**src/logic/sideband_pkg.sv**
```systemverilog
// Constants for the card sideband pin logic.
// Assumes a single 20 MHz clock domain.
package sideband_pkg;
  localparam int unsigned CLK_HZ         = 20_000_000;
  localparam int unsigned WAKE_LOW_MS    = 2;
  localparam int unsigned WAKE_LOW_CYC   = (CLK_HZ / 1000) * WAKE_LOW_MS;
  localparam int unsigned CNT_W          = 17;
  localparam logic        SUPPORT_DEEP   = 1'b1;
  localparam int unsigned ID_WORD_INDEX  = 161;
  localparam logic [15:0] ID_WORD_DEEP   = 16'h0001;
  localparam logic [15:0] ID_WORD_NONE   = 16'h0000;

  typedef enum logic [4:0]
  {
    ST_ACTIVE   = 5'h01,
    ST_SLUMBER  = 5'h02,
    ST_DEEP_OFF = 5'h04,
    ST_POWER_UP = 5'h08,
    ST_WAKE     = 5'h10
  } phy_state_t;
endpackage : sideband_pkg

```
**src/logic/card_sideband.sv**
```systemverilog
// Sideband pins of a removable SATA card: indicators, write protect,
// card sense and the deep PHY power-off sequence.
// Assumes all inputs synchronous to mclk; the PHY reports its states.
`timescale 1ns/1ps
`default_nettype none
module card_sideband
  import sideband_pkg::*;
#(
  parameter int unsigned WAKE_CYCLES = WAKE_LOW_CYC
)
(
  input  wire logic        mclk,
  input  wire logic        resetn,
  input  wire logic        drive_active_signal,
  input  wire logic        link_active,
  input  wire logic        write_cmd_valid,
  input  wire logic        write_protect_in,
  input  wire logic        card_sense_in,
  input  wire logic        phy_in_slumber,
  input  wire logic        phy_ready,
  input  wire logic        phy_powered,
  input  wire logic        device_power_state,
  output var  logic        activity_indicator_out,
  output var  logic        activity_indicator_oe,
  output var  logic        link_indicator_out,
  output var  logic        link_indicator_oe,
  output var  logic        write_reject,
  output var  logic        write_protected,
  output var  logic        deep_phy_off,
  output var  logic        phy_power_down,
  output var  logic        phy_keep_calibration,
  output var  logic        comwake_request,
  output var  logic        device_power_hold,
  output var  logic [15:0] identify_word_161
);
  phy_state_t  state;
  phy_state_t  next_state;
  logic        sense_low;
  logic        timer_enable;
  logic        wake_valid;
  logic        slumber_entry;
  logic        slumber_lost;
  logic        deep_entry;
  logic        phy_returned;
  logic        link_restored;
  logic        next_write_reject;
  logic        next_write_protected;
  logic        next_deep;
  logic        next_power_down;
  logic        next_keep_calibration;
  logic        next_comwake;
  logic        next_power_hold;
  logic [15:0] next_identify;

  // Same one-hot decode feeds the timer and the phy outputs
  function automatic logic in_deep
  (
    input phy_state_t s
  );
    return s == ST_DEEP_OFF;
  endfunction : in_deep

  // Woken PHY must be powered and settled in Slumber first
  function automatic logic phy_back
  (
    input logic powered,
    input logic slumber
  );
    return powered && slumber;
  endfunction : phy_back

  // Reject needs a write command while the protect pin is low
  function automatic logic write_blocked
  (
    input logic write_cmd,
    input logic protect_n
  );
    return write_cmd && !protect_n;
  endfunction : write_blocked

  // Support flag decides the word; bit 0 is the deep power-off flag
  function automatic logic [15:0] identify_value
  (
    input logic supported
  );
    return supported ? ID_WORD_DEEP : ID_WORD_NONE;
  endfunction : identify_value

  // Card-sense is input only; nothing here can drive it
  assign sense_low    = !card_sense_in;
  assign timer_enable = in_deep(state);

  od_pin u_activity
  (
    .mclk       (mclk),
    .resetn     (resetn),
    .assert_low (drive_active_signal),
    .pin_out    (activity_indicator_out),
    .pin_oe     (activity_indicator_oe)
  );

  od_pin u_link
  (
    .mclk       (mclk),
    .resetn     (resetn),
    .assert_low (link_active),
    .pin_out    (link_indicator_out),
    .pin_oe     (link_indicator_oe)
  );

  // Counter only runs in deep off, so normal-operation lows cost nothing
  low_timer #(
    .LIMIT (WAKE_CYCLES)
  ) u_timer
  (
    .mclk      (mclk),
    .resetn    (resetn),
    .enable    (timer_enable),
    .level_low (sense_low),
    .reached   (wake_valid)
  );

  // Transition conditions, named so the case below reads as a table
  always_comb
  begin
    slumber_entry = phy_in_slumber;
    slumber_lost  = !phy_in_slumber;
    deep_entry    = SUPPORT_DEEP && !sense_low;
    phy_returned  = phy_back(phy_powered, phy_in_slumber);
    link_restored = phy_ready;
  end

  // Write-protect group; reject is registered, high one cycle after every cycle of write command while the protect pin is low
  always_comb
  begin
    next_write_protected = !write_protect_in;
    next_write_reject    = write_blocked(write_cmd_valid,
                                         write_protect_in);
  end

  always_ff @(posedge mclk)
  begin
    if (!resetn)
    begin
      write_reject    <= 1'b0;
      write_protected <= 1'b0;
    end
    else
    begin
      write_reject    <= next_write_reject;
      write_protected <= next_write_protected;
    end
  end

  always_comb
  begin
    next_state = state;
    case (state)
      ST_ACTIVE:
      begin
        if (slumber_entry)
        begin
          next_state = ST_SLUMBER;
        end
      end

      ST_SLUMBER:
      begin
        // Host raises sense only after Slumber is reached
        if (slumber_lost)
        begin
          next_state = ST_ACTIVE;
        end
        else if (deep_entry)
        begin
          next_state = ST_DEEP_OFF;
        end
      end

      ST_DEEP_OFF:
      begin
        // Short presence pulses never reach the limit
        if (wake_valid)
        begin
          next_state = ST_POWER_UP;
        end
      end

      ST_POWER_UP:
      begin
        if (phy_returned)
        begin
          next_state = ST_WAKE;
        end
      end

      ST_WAKE:
      begin
        if (link_restored)
        begin
          next_state = ST_ACTIVE;
        end
      end

      default:
      begin
        next_state = ST_ACTIVE;
      end
    endcase
  end

  always_ff @(posedge mclk)
  begin
    if (!resetn)
    begin
      state <= ST_ACTIVE;
    end
    else
    begin
      state <= next_state;
    end
  end

  // Phy group leads from next_state so no output lags the state
  always_comb
  begin
    next_deep             = in_deep(next_state);
    next_power_down       = next_deep;
    next_keep_calibration = next_deep;
  end

  always_ff @(posedge mclk)
  begin
    if (!resetn)
    begin
      deep_phy_off         <= 1'b0;
      phy_power_down       <= 1'b0;
      phy_keep_calibration <= 1'b0;
    end
    else
    begin
      deep_phy_off         <= next_deep;
      phy_power_down       <= next_power_down;
      phy_keep_calibration <= next_keep_calibration;
    end
  end

  // COMWAKE is a one-cycle strobe; the PHY times the burst itself
  always_comb
  begin
    next_comwake = (state == ST_POWER_UP) && phy_returned;
  end

  always_ff @(posedge mclk)
  begin
    if (!resetn)
    begin
      comwake_request <= 1'b0;
    end
    else
    begin
      comwake_request <= next_comwake;
    end
  end

  // Device group; nothing in the phy path feeds these
  always_comb
  begin
    next_power_hold = device_power_state;
    next_identify   = identify_value(SUPPORT_DEEP);
  end

  always_ff @(posedge mclk)
  begin
    if (!resetn)
    begin
      device_power_hold <= 1'b0;
      identify_word_161 <= ID_WORD_NONE;
    end
    else
    begin
      device_power_hold <= next_power_hold;
      identify_word_161 <= next_identify;
    end
  end
endmodule : card_sideband
`default_nettype wire

```
**src/logic/low_timer.sv**
```systemverilog
// Times a low level on the card-sense input.
// Assumes the input is synchronous to mclk.
`timescale 1ns/1ps
`default_nettype none
module low_timer
  import sideband_pkg::*;
#(
  parameter int unsigned LIMIT = WAKE_LOW_CYC
)
(
  input  wire logic mclk,
  input  wire logic resetn,
  input  wire logic enable,
  input  wire logic level_low,
  output var  logic reached
);
  logic [CNT_W-1:0] count;
  logic [CNT_W-1:0] next_count;
  logic             next_reached;

  always_comb
  begin
    next_count   = '0;
    next_reached = 1'b0;
    if (enable && level_low)
    begin
      // Saturates so a long hold stays valid
      if (count >= CNT_W'(LIMIT - 1))
      begin
        next_count   = count;
        next_reached = 1'b1;
      end
      else
      begin
        next_count = count + CNT_W'(1);
      end
    end
  end

  always_ff @(posedge mclk)
  begin
    if (!resetn)
    begin
      count   <= '0;
      reached <= 1'b0;
    end
    else
    begin
      count   <= next_count;
      reached <= next_reached;
    end
  end
endmodule : low_timer
`default_nettype wire

```
**src/logic/od_pin.sv**
```systemverilog
// Open-drain pin driver: only ever drives low.
// Assumes an external or internal weak pull-up for high.
`timescale 1ns/1ps
`default_nettype none
module od_pin
(
  input  wire logic mclk,
  input  wire logic resetn,
  input  wire logic assert_low,
  output var  logic pin_out,
  output var  logic pin_oe
);
  logic next_oe;

  always_comb
  begin
    next_oe = assert_low;
  end

  always_ff @(posedge mclk)
  begin
    if (!resetn)
    begin
      pin_out <= 1'b0;
      pin_oe  <= 1'b0;
    end
    else
    begin
      pin_out <= 1'b0;
      pin_oe  <= next_oe;
    end
  end
endmodule : od_pin
`default_nettype wire

```
**config.mk**
```make
export PLATFORM = sky130hd
export DESIGN_NAME = card_sideband
export DESIGN_NICKNAME = d
export VERILOG_FILES = /design/src/logic/sideband_pkg.sv /design/src/logic/card_sideband.sv /design/src/logic/low_timer.sv /design/src/logic/od_pin.sv
export SDC_FILE = /design/constraint.sdc
export NUM_CORES = 1
export LEC_CHECK = 0
export BUFFER_PORTS_ARGS = -buffer_cell sky130_fd_sc_hd__buf_2
export CORE_ASPECT_RATIO = 1.2
export CORE_MARGIN = 5
export CORE_UTILIZATION = 35
export DETAILED_ROUTE_END_ITERATION = 10
export GPL_TIMING_DRIVEN = 0
export PLACE_DENSITY = 0.57
export RECOVER_POWER = 100
export SLEW_MARGIN = 20
export SYNTH_ARGS = -nofsm -noshare
export SYNTH_HDL_FRONTEND = slang
export SYNTH_HIERARCHICAL = 1
export SYNTH_SLANG_ARGS = --single-unit
```
**constraint.sdc**
```tcl
create_clock -name mclk -period 3.1 [get_ports mclk]
set_clock_uncertainty 0.05 [all_clocks]
set_input_delay 0.31 -clock mclk [delete_from_list [all_inputs] [get_ports mclk]]
set_output_delay 0.31 -clock mclk [all_outputs]
set_load 0.01 [all_outputs]
```
Word-level counts from Yosys, hierarchy flattened
Index checks and enable logic that the tools add are counted.
{"block": "totals", "regBits": 46, "inputBits": 11, "out_inout_bits": 27, "word_cells": 35}
{"block": "classes", "reduce_logical": 7, "eq_ne": 6, "n_mux": 9, "add_sub_neg": 1, "order_cmp": 1}
{"cell": "two-way mux 5 bit", "count": 6}
{"cell": "case mux 5 bit (5 select lines)", "count": 1}
{"cell": "adder 17 x 1 -> 17 bit (second input constant)", "count": 1}
{"cell": "greater-or-equal comparator 17 x 16 -> 1 bit (second input constant)", "count": 1}
{"cell": "== test 5 x 3 -> 1 bit (second input constant)", "count": 2}
{"cell": "== test 5 x 1 -> 1 bit (second input constant)", "count": 1}
{"cell": "== test 5 x 2 -> 1 bit (second input constant)", "count": 1}
{"cell": "== test 5 x 4 -> 1 bit (second input constant)", "count": 1}
{"cell": "== test 5 bit (second input constant)", "count": 1}
{"cell": "logical AND 1 bit", "count": 4}
{"cell": "logical NOT 1 bit", "count": 2}
{"cell": "two-way mux 1 bit", "count": 2}
{"cell": "AND reduction 2 bit", "count": 1}

Longest topological paths before layout
Gate-level depths: netlist of the first run.
{"block": "depth", "ltp_word": 4, "ltp_mapped": 8, "ltp_nobuf": 6}

Hierarchy
Netlist of the first run, hierarchy kept.
{"module": "low_timer", "area_per_inst_um2": 898.4, "instances": 1, "cells_each": 104}
{"module": "card_sideband", "area_per_inst_um2": 599.3, "instances": 1, "cells_each": 68}
{"module": "od_pin", "area_per_inst_um2": 37.5, "instances": 2, "cells_each": 4}

Worst setup path before layout of the first run
No wires, ideal clock.
{"block": "synth_timing", "kind": "register to register", "startpoint": "register u_timer.count[6]", "endpoint": "register u_timer.count[1]", "path_slack_ns": 1.437, "synth_period_minus_slack_ns": 1.663, "path_buffers": 2, "stages_incl_launch_ff": 8, "setup_time_ns": 0.128, "arrival_time_ns": 1.486, "cell_sequence": "dfxtp_1 nor4_2 nand4_1 o2bb2ai_2 buf_6 buf_8 mux2i_1 nor2_1"}
{"block": "synth_between", "elab_chain_len": 1}
{"item": "start, declared", "line": "low_timer.sv:17", "rtl": "logic [CNT_W-1:0] count;"}
{"item": "start signal, assigned", "line": "low_timer.sv:49", "rtl": "count <= next_count;"}
{"item": "greater-or-equal comparator 17 x 16 -> 1 bit", "line": "low_timer.sv:28", "rtl": "if (count >= CNT_W'(LIMIT - 1))"}
No other way between the ends.
A chain may end at the register's enable or synchronous reset.

Final worst setup path of the first run
Ends and elaborated chain as after synthesis.

==> results.sh, run 1 <==
export IMPL_status="finished, final reports clean"
export IMPL_cts_tree="yes"
export IMPL_placed_cells_incl_taps=270
export IMPL_area_growth_pct=18.62
export IMPL_fin_crit_ps=2151
export IMPL_nNetsFinal=233
export IMPL_cts_root_buf="clkbuf_8"
export IMPL_antenna_left=0
export IMPL_regArea_um2=620.6
export IMPL_setup_viol=0
export IMPL_finalSetupTns_ps=0
export IMPL_cp_top_family="simple AND/OR/NAND/NOR gates"
export IMPL_synth_cells=180
export IMPL_wl_um=3035
export IMPL_path_class="reg2reg"
export IMPL_avgSynthCellArea_um2=8.738
export IMPL_yosysTopAreaCellShare=0.3946
export IMPL_crit_chain="nor4_1, nand4_1, o2bb2ai_1, buf_6, buf_8, mux2i_1, nor2_1"
export IMPL_holdCritPathClass="in2reg"
export IMPL_die_area_um2=5940
export IMPL_synth_edf_count=0
export IMPL_hold_ws_ps=146.4
export IMPL_endpoint_kind="flop"
export IMPL_overflow=0
export IMPL_final_common_cell="dfxtp_1"
export IMPL_p_leak_nw=0.7574
export IMPL_cts_buffers=5
export IMPL_power_density_nw_per_um2=442.2
export IMPL_instances_no_fill=278
export IMPL_clkLatencyLatePin_ps=280
export IMPL_synth_distinct_cells=45
export IMPL_clk_pin_slew_ps=60
export IMPL_ys_seq_area_frac=0.3946
export IMPL_path_max_fanout=10
export IMPL_place_gp_congestion=0.8050
export IMPL_wl_per_cell_um=10.92
export IMPL_dieWidth_um=71.20
export IMPL_syn_area_um2=1573
export IMPL_multiInputGateArea_um2=773.2
export IMPL_ys_top_cells_by_area="dfxtp_1 (39%), buf_4 (9.5%), nor2_1 (3.6%)"
export IMPL_h_tree_depth=2
export IMPL_core_um2=4294
export IMPL_num_vias=1278
export IMPL_clock_path_buffers=2
export IMPL_rows=26
export IMPL_critical_path_buf_inv_count=2
export IMPL_yosysTopAreaCell="dfxtp_1"
export IMPL_hpwlAfterDp_um=2229
export IMPL_peakVddDrop_v=0.0002060
export IMPL_boundaryPins=38
export IMPL_post_route_drc_count=0
export IMPL_cp_arrival_ps=2250
export IMPL_grt_max_degree=11
export IMPL_grt_pass1_wl_um=5112
export IMPL_setup_worst_path_start_class="flop"
export IMPL_slowest_delay_ps=480
export IMPL_diodes=0
export IMPL_fmax_ghz=0.4650
export IMPL_utilization=0.4344
export IMPL_post_cts_buffers=0
export IMPL_ys_warn_count=6
export IMPL_drt_initial_drc_count=29
export IMPL_viasPerCell=4.597
export IMPL_synth_seq_cells=31
export IMPL_synth_flop_cell="dfxtp_1"
export IMPL_die_height_um=83.43
export IMPL_io_buffers=20
export IMPL_start_util=0.3663
export IMPL_cts_resized=0
export IMPL_drtPass1Iterations=4
export IMPL_final_max_slew_viol_count=0
export IMPL_fillers=450
export IMPL_final_hold_viol_count=0
export IMPL_grtUsageTotal=0.1055
export IMPL_cp_required_ps=3200
export IMPL_grt_pass1_vias=1194
export IMPL_hold_buffers=0
export IMPL_rsz0062_at_grt="false"
export IMPL_cts_sinks=31
export IMPL_drive_gt1_frac=0.2297
export IMPL_maxCapViolations=0
export IMPL_period_share=0.6938
export IMPL_crit_slowest_cell="nor4_1"
export IMPL_grt_antenna_before_repair=0
export IMPL_final_cell_mix="dfxtp_1 (31), buf_4 (18), conb_1 (17)"
export IMPL_async_reset_ff_frac=0
## registers in the layout, summed over array words and instances, names as in the netlist
name / flops
device_power_hold: 1
write_protected: 1
u_link/pin_oe: 1
comwake_request: 1
write_reject: 1
u_timer/count: 17
u_timer/reached: 1
state: 5
u_activity/pin_oe: 1
identify_word_161: 1
phy_keep_calibration: 1
## synthesized netlist by cell type (3+ instances only)
library cell / count
a21oi_1: 11
nand2_1: 13
and3_1: 3
dfxtp_1: 31
nor3_1: 3
buf_6: 3
nor2_1: 15
or3_1: 4
and3_2: 4
nand3_1: 8
nand4_1: 4
or4_1: 5
and2_1: 7
inv_1: 4
o21ai_0: 3
o21ai_1: 6
conb_1: 3
buf_4: 20
## power breakdown
group	internal, W	leakage, nW	total [W]	switching [W]
clock	0.000202	0.0515	0.000340	0.000138
sequential	0.000406	0.252	0.000408	0.00000197
combinational	0.0000371	0.454	0.0000767	0.0000396
## per-layer routing
metal	track usage	wire (um)	vias to the layer above
li1	-	-	678
met1	0.1119	1291	567
met2	0.1823	1499	27
met3	0.04348	188	6
met4	0.04103	55	0
met5	0	0	-
## worst reg2reg max path: cells and delay by family, from the launching register on
| family | cells | cell delay [ps] |
|---|---|---|
| DFF | 1 | 350 |
| AOI/OAI and AO/OA | 1 | 390 |
| and+or+nand+nor | 3 | 720 |
| buffers and inverters | 2 | 350 |
| muxes | 1 | 180 |
## kinds of logic after synthesis
family	count (synthesis)	share of synthesized area
AOI/OAI and AO/OA	32	0.1273
xor gates and xnor gates	4	0.02705
adders and majority gates	1	0.007954
buffers and inverters	29	0.1384
DFF	31	0.3946
muxes	1	0.006365
other	3	0.007159
and+or+nand+nor	79	0.2912
## final timing paths
kind | from | endpoint | slack [ps] | cells past startpoint
max | u_timer/count[6] | u_timer/count[1] | 950 | 7
min | write_protect_in | write_protected | 150 | 2
max reg2reg | u_timer/count[6] | u_timer/count[1] | 950 | 7
min reg2reg | u_timer/count[4] | u_timer/count[4] | 430 | 2
## layout make-up
type	count	area share
repair buffers	20	0.04695
clock buffers	8	0.05366
well taps	56	0.03756
flip-flops and latches	31	0.3327
inverters	4	0.008048
plain buffers	25	0.1066
multi-input cells	134	0.4145
## through the flow
stage / instance area, um2 / total power [W] / setup slack [ps]
2_1_floorplan: 1625 / 0.0004786 / 1437
4_1_cts: 1896 / 0.0008454 / 1143
5_1_grt: 1866 / 0.0008710 / 694.7
3_3_place_gp: 1795 / 0.0004957 / 1132
3_5_place_dp: 1795 / 0.0004956 / 1155
6_report: 1866 / 0.0008249 / 949.3
Note: power is estimated with default switching activity, not from simulation.
==> inputs of run 2 (changes only) <==
- clock period: 3.1 -> 2.1 ns (I/O delays scaled with it)
==> run 2 against run 1 <==
  * Sequential share of layout area decreased by 0.38 points
  * Maximum frequency increased by 13%
  * Global-route usage unchanged
  * First-iteration DRC count increased by 24%
  * Cell count unchanged
  * Sequential power increased by 48%
  * Hold slack got worse by 100 ps
  * Count of clock-buffer cells in the layout unchanged
==> results.sh, run 2 (synthesized netlist as in run 1, its figures left out) <==
export IMPL_grt_antenna_before_repair=0
export IMPL_cp_required_ps=2200
export IMPL_p_leak_nw=0.7599
export IMPL_dieWidth_um=71.20
export IMPL_hold_buffers=0
export IMPL_fmax_ghz=0.5243
export IMPL_switchingPower_w=0.0002662
export IMPL_power_density_nw_per_um2=645.9
export IMPL_cts_tree="yes"
export IMPL_clk_pin_slew_ps=60
export IMPL_final_common_cell="dfxtp_1"
export IMPL_drtPass1Iterations=4
export IMPL_crit_chain="clkbuf_1, nor2_1, and3_1, nand3_1, clkbuf_1, nor2_1"
export IMPL_grt_pass1_vias=1194
export IMPL_top_register="u_timer/count"
export IMPL_grt_max_degree=11
export IMPL_io_buffers=20
export IMPL_start_util=0.3663
export IMPL_fillers=446
export IMPL_utilization=0.4394
export IMPL_finalSetupTns_ps=0
export IMPL_num_vias=1279
export IMPL_r2r_slack_ps=190
export IMPL_path_class="reg2reg"
export IMPL_largestRegisters="u_timer/count (17), state (5)"
export IMPL_drt_initial_drc_count=36
export IMPL_core_um2=4294
export IMPL_wl_per_cell_um=11.04
export IMPL_nNetsFinal=233
export IMPL_grt_pass1_wl_um=5112
export IMPL_clkLatencyLatePin_ps=280
export IMPL_final_area_um2=1887
export IMPL_path_max_fanout=10
export IMPL_final_cell_mix="dfxtp_1 (31), buf_4 (18), conb_1 (17)"
export IMPL_hpwlAfterDp_um=2229
export IMPL_cts_buffers=5
export IMPL_largest_reg_flops=17
export IMPL_holdCritPathClass="in2reg"
export IMPL_cts_sinks=31
export IMPL_crit_slowest_cell="clkbuf_1"
export IMPL_pre_cts_ws_ps=154.7
export IMPL_setup_viol=0
export IMPL_pwr_share_clk=0.413
export IMPL_detailed_place_area_um2=1795
export IMPL_cts_root_buf="clkbuf_8"
export IMPL_wl_um=3068
export IMPL_worst_slack_ps=192.8
export IMPL_area_growth_pct=19.97
export IMPL_viasPerCell=4.601
export IMPL_cp_arrival_ps=2010
export IMPL_post_cts_buffers=0
export IMPL_antenna_left=0
export IMPL_peakVddDrop_v=0.0003061
export IMPL_diodes=0
export IMPL_p_int_w=0.0009525
export IMPL_combinationalPowerShare=0.093
export IMPL_final_hold_viol_count=0
export IMPL_grtUsageTotal=0.1055
export IMPL_rsz0062_at_grt="false"
export IMPL_fin_crit_ps=1907
export IMPL_place_gp_congestion=0.8050
export IMPL_drive_gt1_frac=0.2342
export IMPL_post_route_drc_count=0
export IMPL_setup_worst_path_start_class="flop"
export IMPL_rows=26
export IMPL_switching_share=0.2184
export IMPL_maxCapViolations=0
export IMPL_clock_path_buffers=2
export IMPL_h_tree_depth=2
export IMPL_endpoint_kind="flop"
export IMPL_slowest_delay_ps=430
export IMPL_p_seq_frac=0.494
export IMPL_status="finished, final reports clean"
export IMPL_critical_path_buf_inv_count=2
export IMPL_cp_top_family="buffers and inverters"
export IMPL_final_max_slew_viol_count=0
export IMPL_boundaryPins=38
export IMPL_overflow=0
export IMPL_period_share=0.9082
export IMPL_die_height_um=83.43
export IMPL_die_area_um2=5940
==> run 2: cell counts in the layout (fill, tap and decap cells not counted) <==
No cell type changed its count.
==> run 2: repair_timing <==
action                                  in CTS  in global routing
resized for setup                            0                  1
endpoints found under the setup margin       0                  2
endpoints found under the hold margin        0                  0
==> run 2: layer usage <==
layer / track usage / wire (um) / up-vias
li1: - / - / 681
met1: 0.1119 / 1315 / 569
met2: 0.1823 / 1516 / 23
met3: 0.04348 / 180 / 6
met4: 0.04103 / 55 / 0
met5: 0 / 0 / -
==> run 2: final cells by class <==
type	count	area, um2	area share
plain buffers	25	198.9	0.1054
clock buffers	8	100.1	0.05305
inverters	4	15.01	0.007958
multi-input cells	134	794.5	0.4211
flip-flops and latches	31	620.6	0.3289
well taps	56	70.07	0.03714
repair buffers	20	87.58	0.04642
==> run 2: worst paths after layout <==
path,from,endpoint,depth (start not counted)
worst max-delay path,state[1],u_timer/count[14],6
worst min-delay path,write_protect_in,write_protected,2
worst max register to register,state[1],u_timer/count[14],6
worst min register to register,u_timer/count[4],u_timer/count[4],2
==> run 2: power by group through the flow <==
stage | clock (W) | sequential [W] | combinational [W]
final | 0.000503 | 0.000602 | 0.000113
after CTS | 0.000530 | 0.000602 | 0.000117
after global placement | 0 | 0.000615 | 0.000117
after global routing | 0.000556 | 0.000603 | 0.000126
after detailed placement | 0 | 0.000615 | 0.000117
after floorplan | 0 | 0.000618 | 0.0000880
==> run 2: stage by stage <==
step           power [W]  instances  hold slack (ps)
2_1_floorplan  0.0007065        194            187.7
3_3_place_gp   0.0007318        270            326.6
3_5_place_dp   0.0007317        270            335.4
4_1_cts         0.001248        278            32.48
5_1_grt         0.001286        278            34.33
6_report        0.001219        278            46.53
==> inputs of run 3 (changes only) <==
- ABC_AREA: default -> 1
- PLACE_DENSITY: 0.57 -> 0.56
==> run 3 against run 2 <==
  * Count of clock-buffer cells in the layout decreased by 3
  * Power decreased by 4.7%
  * Wire length increased by 34%
  * Sequential power about the same
  * Synthesized cell count increased by 52%
  * Synthesized area increased by 22%
  * Register-to-register slack improved by 110 ps
  * Critical path type unchanged
  * Largest cell class unchanged
  * Largest power group unchanged
==> results.sh, run 3 <==
export IMPL_status="finished, final reports clean"
export IMPL_rsz0062_at_grt="false"
export IMPL_syn_area_um2=1914
export IMPL_cts_tree="yes"
export IMPL_pre_cts_ws_ps=338.6
export IMPL_top_register="u_timer/count"
export IMPL_drt_initial_drc_count=54
export IMPL_yosysTopAreaCellShare=0.3242
export IMPL_globalRouteMet1Util=0.1430
export IMPL_ys_warn_count=6
export IMPL_grt_max_degree=11
export IMPL_ys_top_cells_by_area="dfxtp_1 (32%), nand2_1 (13%), buf_4 (7.5%)"
export IMPL_yosysTopAreaCell="dfxtp_1"
export IMPL_post_route_drc_count=0
export IMPL_dieWidth_um=77.51
export IMPL_fmax_ghz=0.5567
export IMPL_num_vias=1696
export IMPL_synth_cells=274
export IMPL_synth_commonest_cells="nand2_1 (68), nor2_1 (32), dfxtp_1 (31)"
export IMPL_drtPass1Iterations=4
export IMPL_power_density_nw_per_um2=529.9
export IMPL_grt_antenna_before_repair=0
export IMPL_synth_seq_cells=31
export IMPL_rows=29
export IMPL_synth_distinct_cells=28
export IMPL_post_cts_buffers=0
export IMPL_synth_flop_cell="dfxtp_1"
export IMPL_grt_met3_usage=0.03960
export IMPL_peakVddDrop_v=0.0002196
export IMPL_die_area_um2=7055
export IMPL_clock_path_buffers=2
export IMPL_holdCritPathClass="in2reg"
export IMPL_fin_crit_ps=1796
export IMPL_async_reset_ff_frac=0
export IMPL_fillers=581
export IMPL_grt_busiest_layer="met2"
export IMPL_die_height_um=91.02
export IMPL_p_leak_nw=0.9375
export IMPL_core_um2=5298
export IMPL_setup_viol=0
export IMPL_final_max_slew_viol_count=0
export IMPL_hpwlAfterDp_um=3162
export IMPL_path_class="reg2reg"
export IMPL_start_util=0.3614
export IMPL_maxCapViolations=0
export IMPL_largest_reg_flops=17
export IMPL_clk_pin_slew_ps=70
export IMPL_cts_buffers=5
export IMPL_period_share=0.8554
export IMPL_final_common_cell="nand2_1"
export IMPL_boundaryPins=38
export IMPL_endpoint_kind="flop"
export IMPL_place_gp_congestion=0.8571
export IMPL_diodes=0
export IMPL_cts_sinks=31
export IMPL_path_max_fanout=10
export IMPL_utilization=0.4138
export IMPL_grt_pass1_vias=1577
export IMPL_drive_gt1_frac=0.2468
export IMPL_final_hold_viol_count=0
export IMPL_worst_slack_ps=303.6
export IMPL_io_buffers=20
export IMPL_grt_pass1_wl_um=7155
export IMPL_setup_worst_path_start_class="flop"
export IMPL_antenna_left=0
export IMPL_clkLatencyLatePin_ps=280
export IMPL_grtUsageTotal=0.1245
export IMPL_synth_edf_count=0
export IMPL_final_cell_mix="nand2_1 (68), nor2_1 (34), dfxtp_1 (31)"
export IMPL_synth_most_common_cell="nand2_1"
export IMPL_cp_required_ps=2260
export IMPL_nNetsFinal=327
export IMPL_wl_um=4108
export IMPL_cts_root_buf="clkbuf_8"
export IMPL_use_met2=0.2037
export IMPL_area_growth_pct=14.51
export IMPL_wl_per_cell_um=10.87
export IMPL_ys_seq_area_frac=0.3242
export IMPL_cts_resized=0
export IMPL_finalSetupTns_ps=0
export IMPL_viasPerCell=4.487
export IMPL_cp_arrival_ps=1950
export IMPL_slew_headroom=0.5578
export IMPL_hold_buffers=0
export IMPL_avgSynthCellArea_um2=6.987
export IMPL_worst_slew_pin_slew_ps=663.3
export IMPL_largestRegisters="u_timer/count (17), state (5)"
export IMPL_h_tree_depth=2
export IMPL_overflow=0
[run 3: cell types whose count changed in the layout (fill, tap and decap cells not counted), sizes merged, moves of 7 or more]
cell   delta
inv      +29
and2      -7
and3      -7
o21ai     -9
nand2    +60
nand3    +22
nor2     +29
[run 3: logic make-up (layout without fill, tap and decap cells)]
family,count (synthesis),count (layout),share of synthesized area
simple gates,161,161,0.4203
buf+inv,57,85,0.1608
flops,31,31,0.3242
compound gates,16,16,0.05948
xor+xnor,5,5,0.02287
other cells,3,17,0.005882
fa+ha+maj,1,1,0.006535
[run 3: layout make-up]
| type | instances | area (um2) | share of cell area |
|---|---|---|---|
| Multi-Input combinational cell | 200 | 1016 | 0.4635 |
| Tap cell | 62 | 77.57 | 0.03539 |
| Sequential cell | 31 | 620.6 | 0.2831 |
| Timing Repair Buffer | 20 | 86.33 | 0.03938 |
| Buffer | 23 | 180.2 | 0.08219 |
| Inverter | 34 | 127.6 | 0.05822 |
| Clock inverter | 3 | 15.01 | 0.006849 |
| Clock buffer | 5 | 68.82 | 0.03139 |
[run 3: final timing paths]
kind	startpoint	to	slack (ps)	cells after the start
worst max register to register	state[0]	u_timer/count[3]	300	6
worst min-delay path	write_protect_in	write_protected	40	2
worst max-delay path	state[0]	u_timer/count[3]	300	6
worst min register to register	u_timer/reached	state[3]	420	2
[run 3: power by group]
| group | switching (W) | internal, W | total [W] |
|---|---|---|---|
| clock network | 0.000230 | 0.000226 | 0.000456 |
| registers | 0.00000543 | 0.000599 | 0.000604 |
| logic | 0.0000576 | 0.0000438 | 0.000101 |
| total | 0.000293 | 0.000869 | 0.00116 |
[run 3: metal layers]
metal / vias to the layer above / share of wire / wire length, um
li1: 902 / - / -
met3: 15 / 0.060 / 248
met5: - / 0 / 0
met1: 731 / 0.43 / 1771
met2: 48 / 0.48 / 1952
met4: 0 / 0.033 / 136
[run 3: metrics by stage]
stage	hold slack [ps]	power, W	area [um2]	std cells
floorplan	187.7	0.0006976	1967	288
global placement	336.5	0.0007225	2145	370
detailed placement	340.2	0.0007241	2145	370
CTS	35.21	0.001192	2228	378
global route	43.85	0.001226	2192	378
finish	44.86	0.001162	2192	378
[run 3: critical path, cell delays in order, from the launching register on]
cell	delay [ps]
dfxtp_1	330
nor2_1	330
nand2_2	110
nor2_4	130
nand3_1	200
clkbuf_1	360
a21oi_1	210
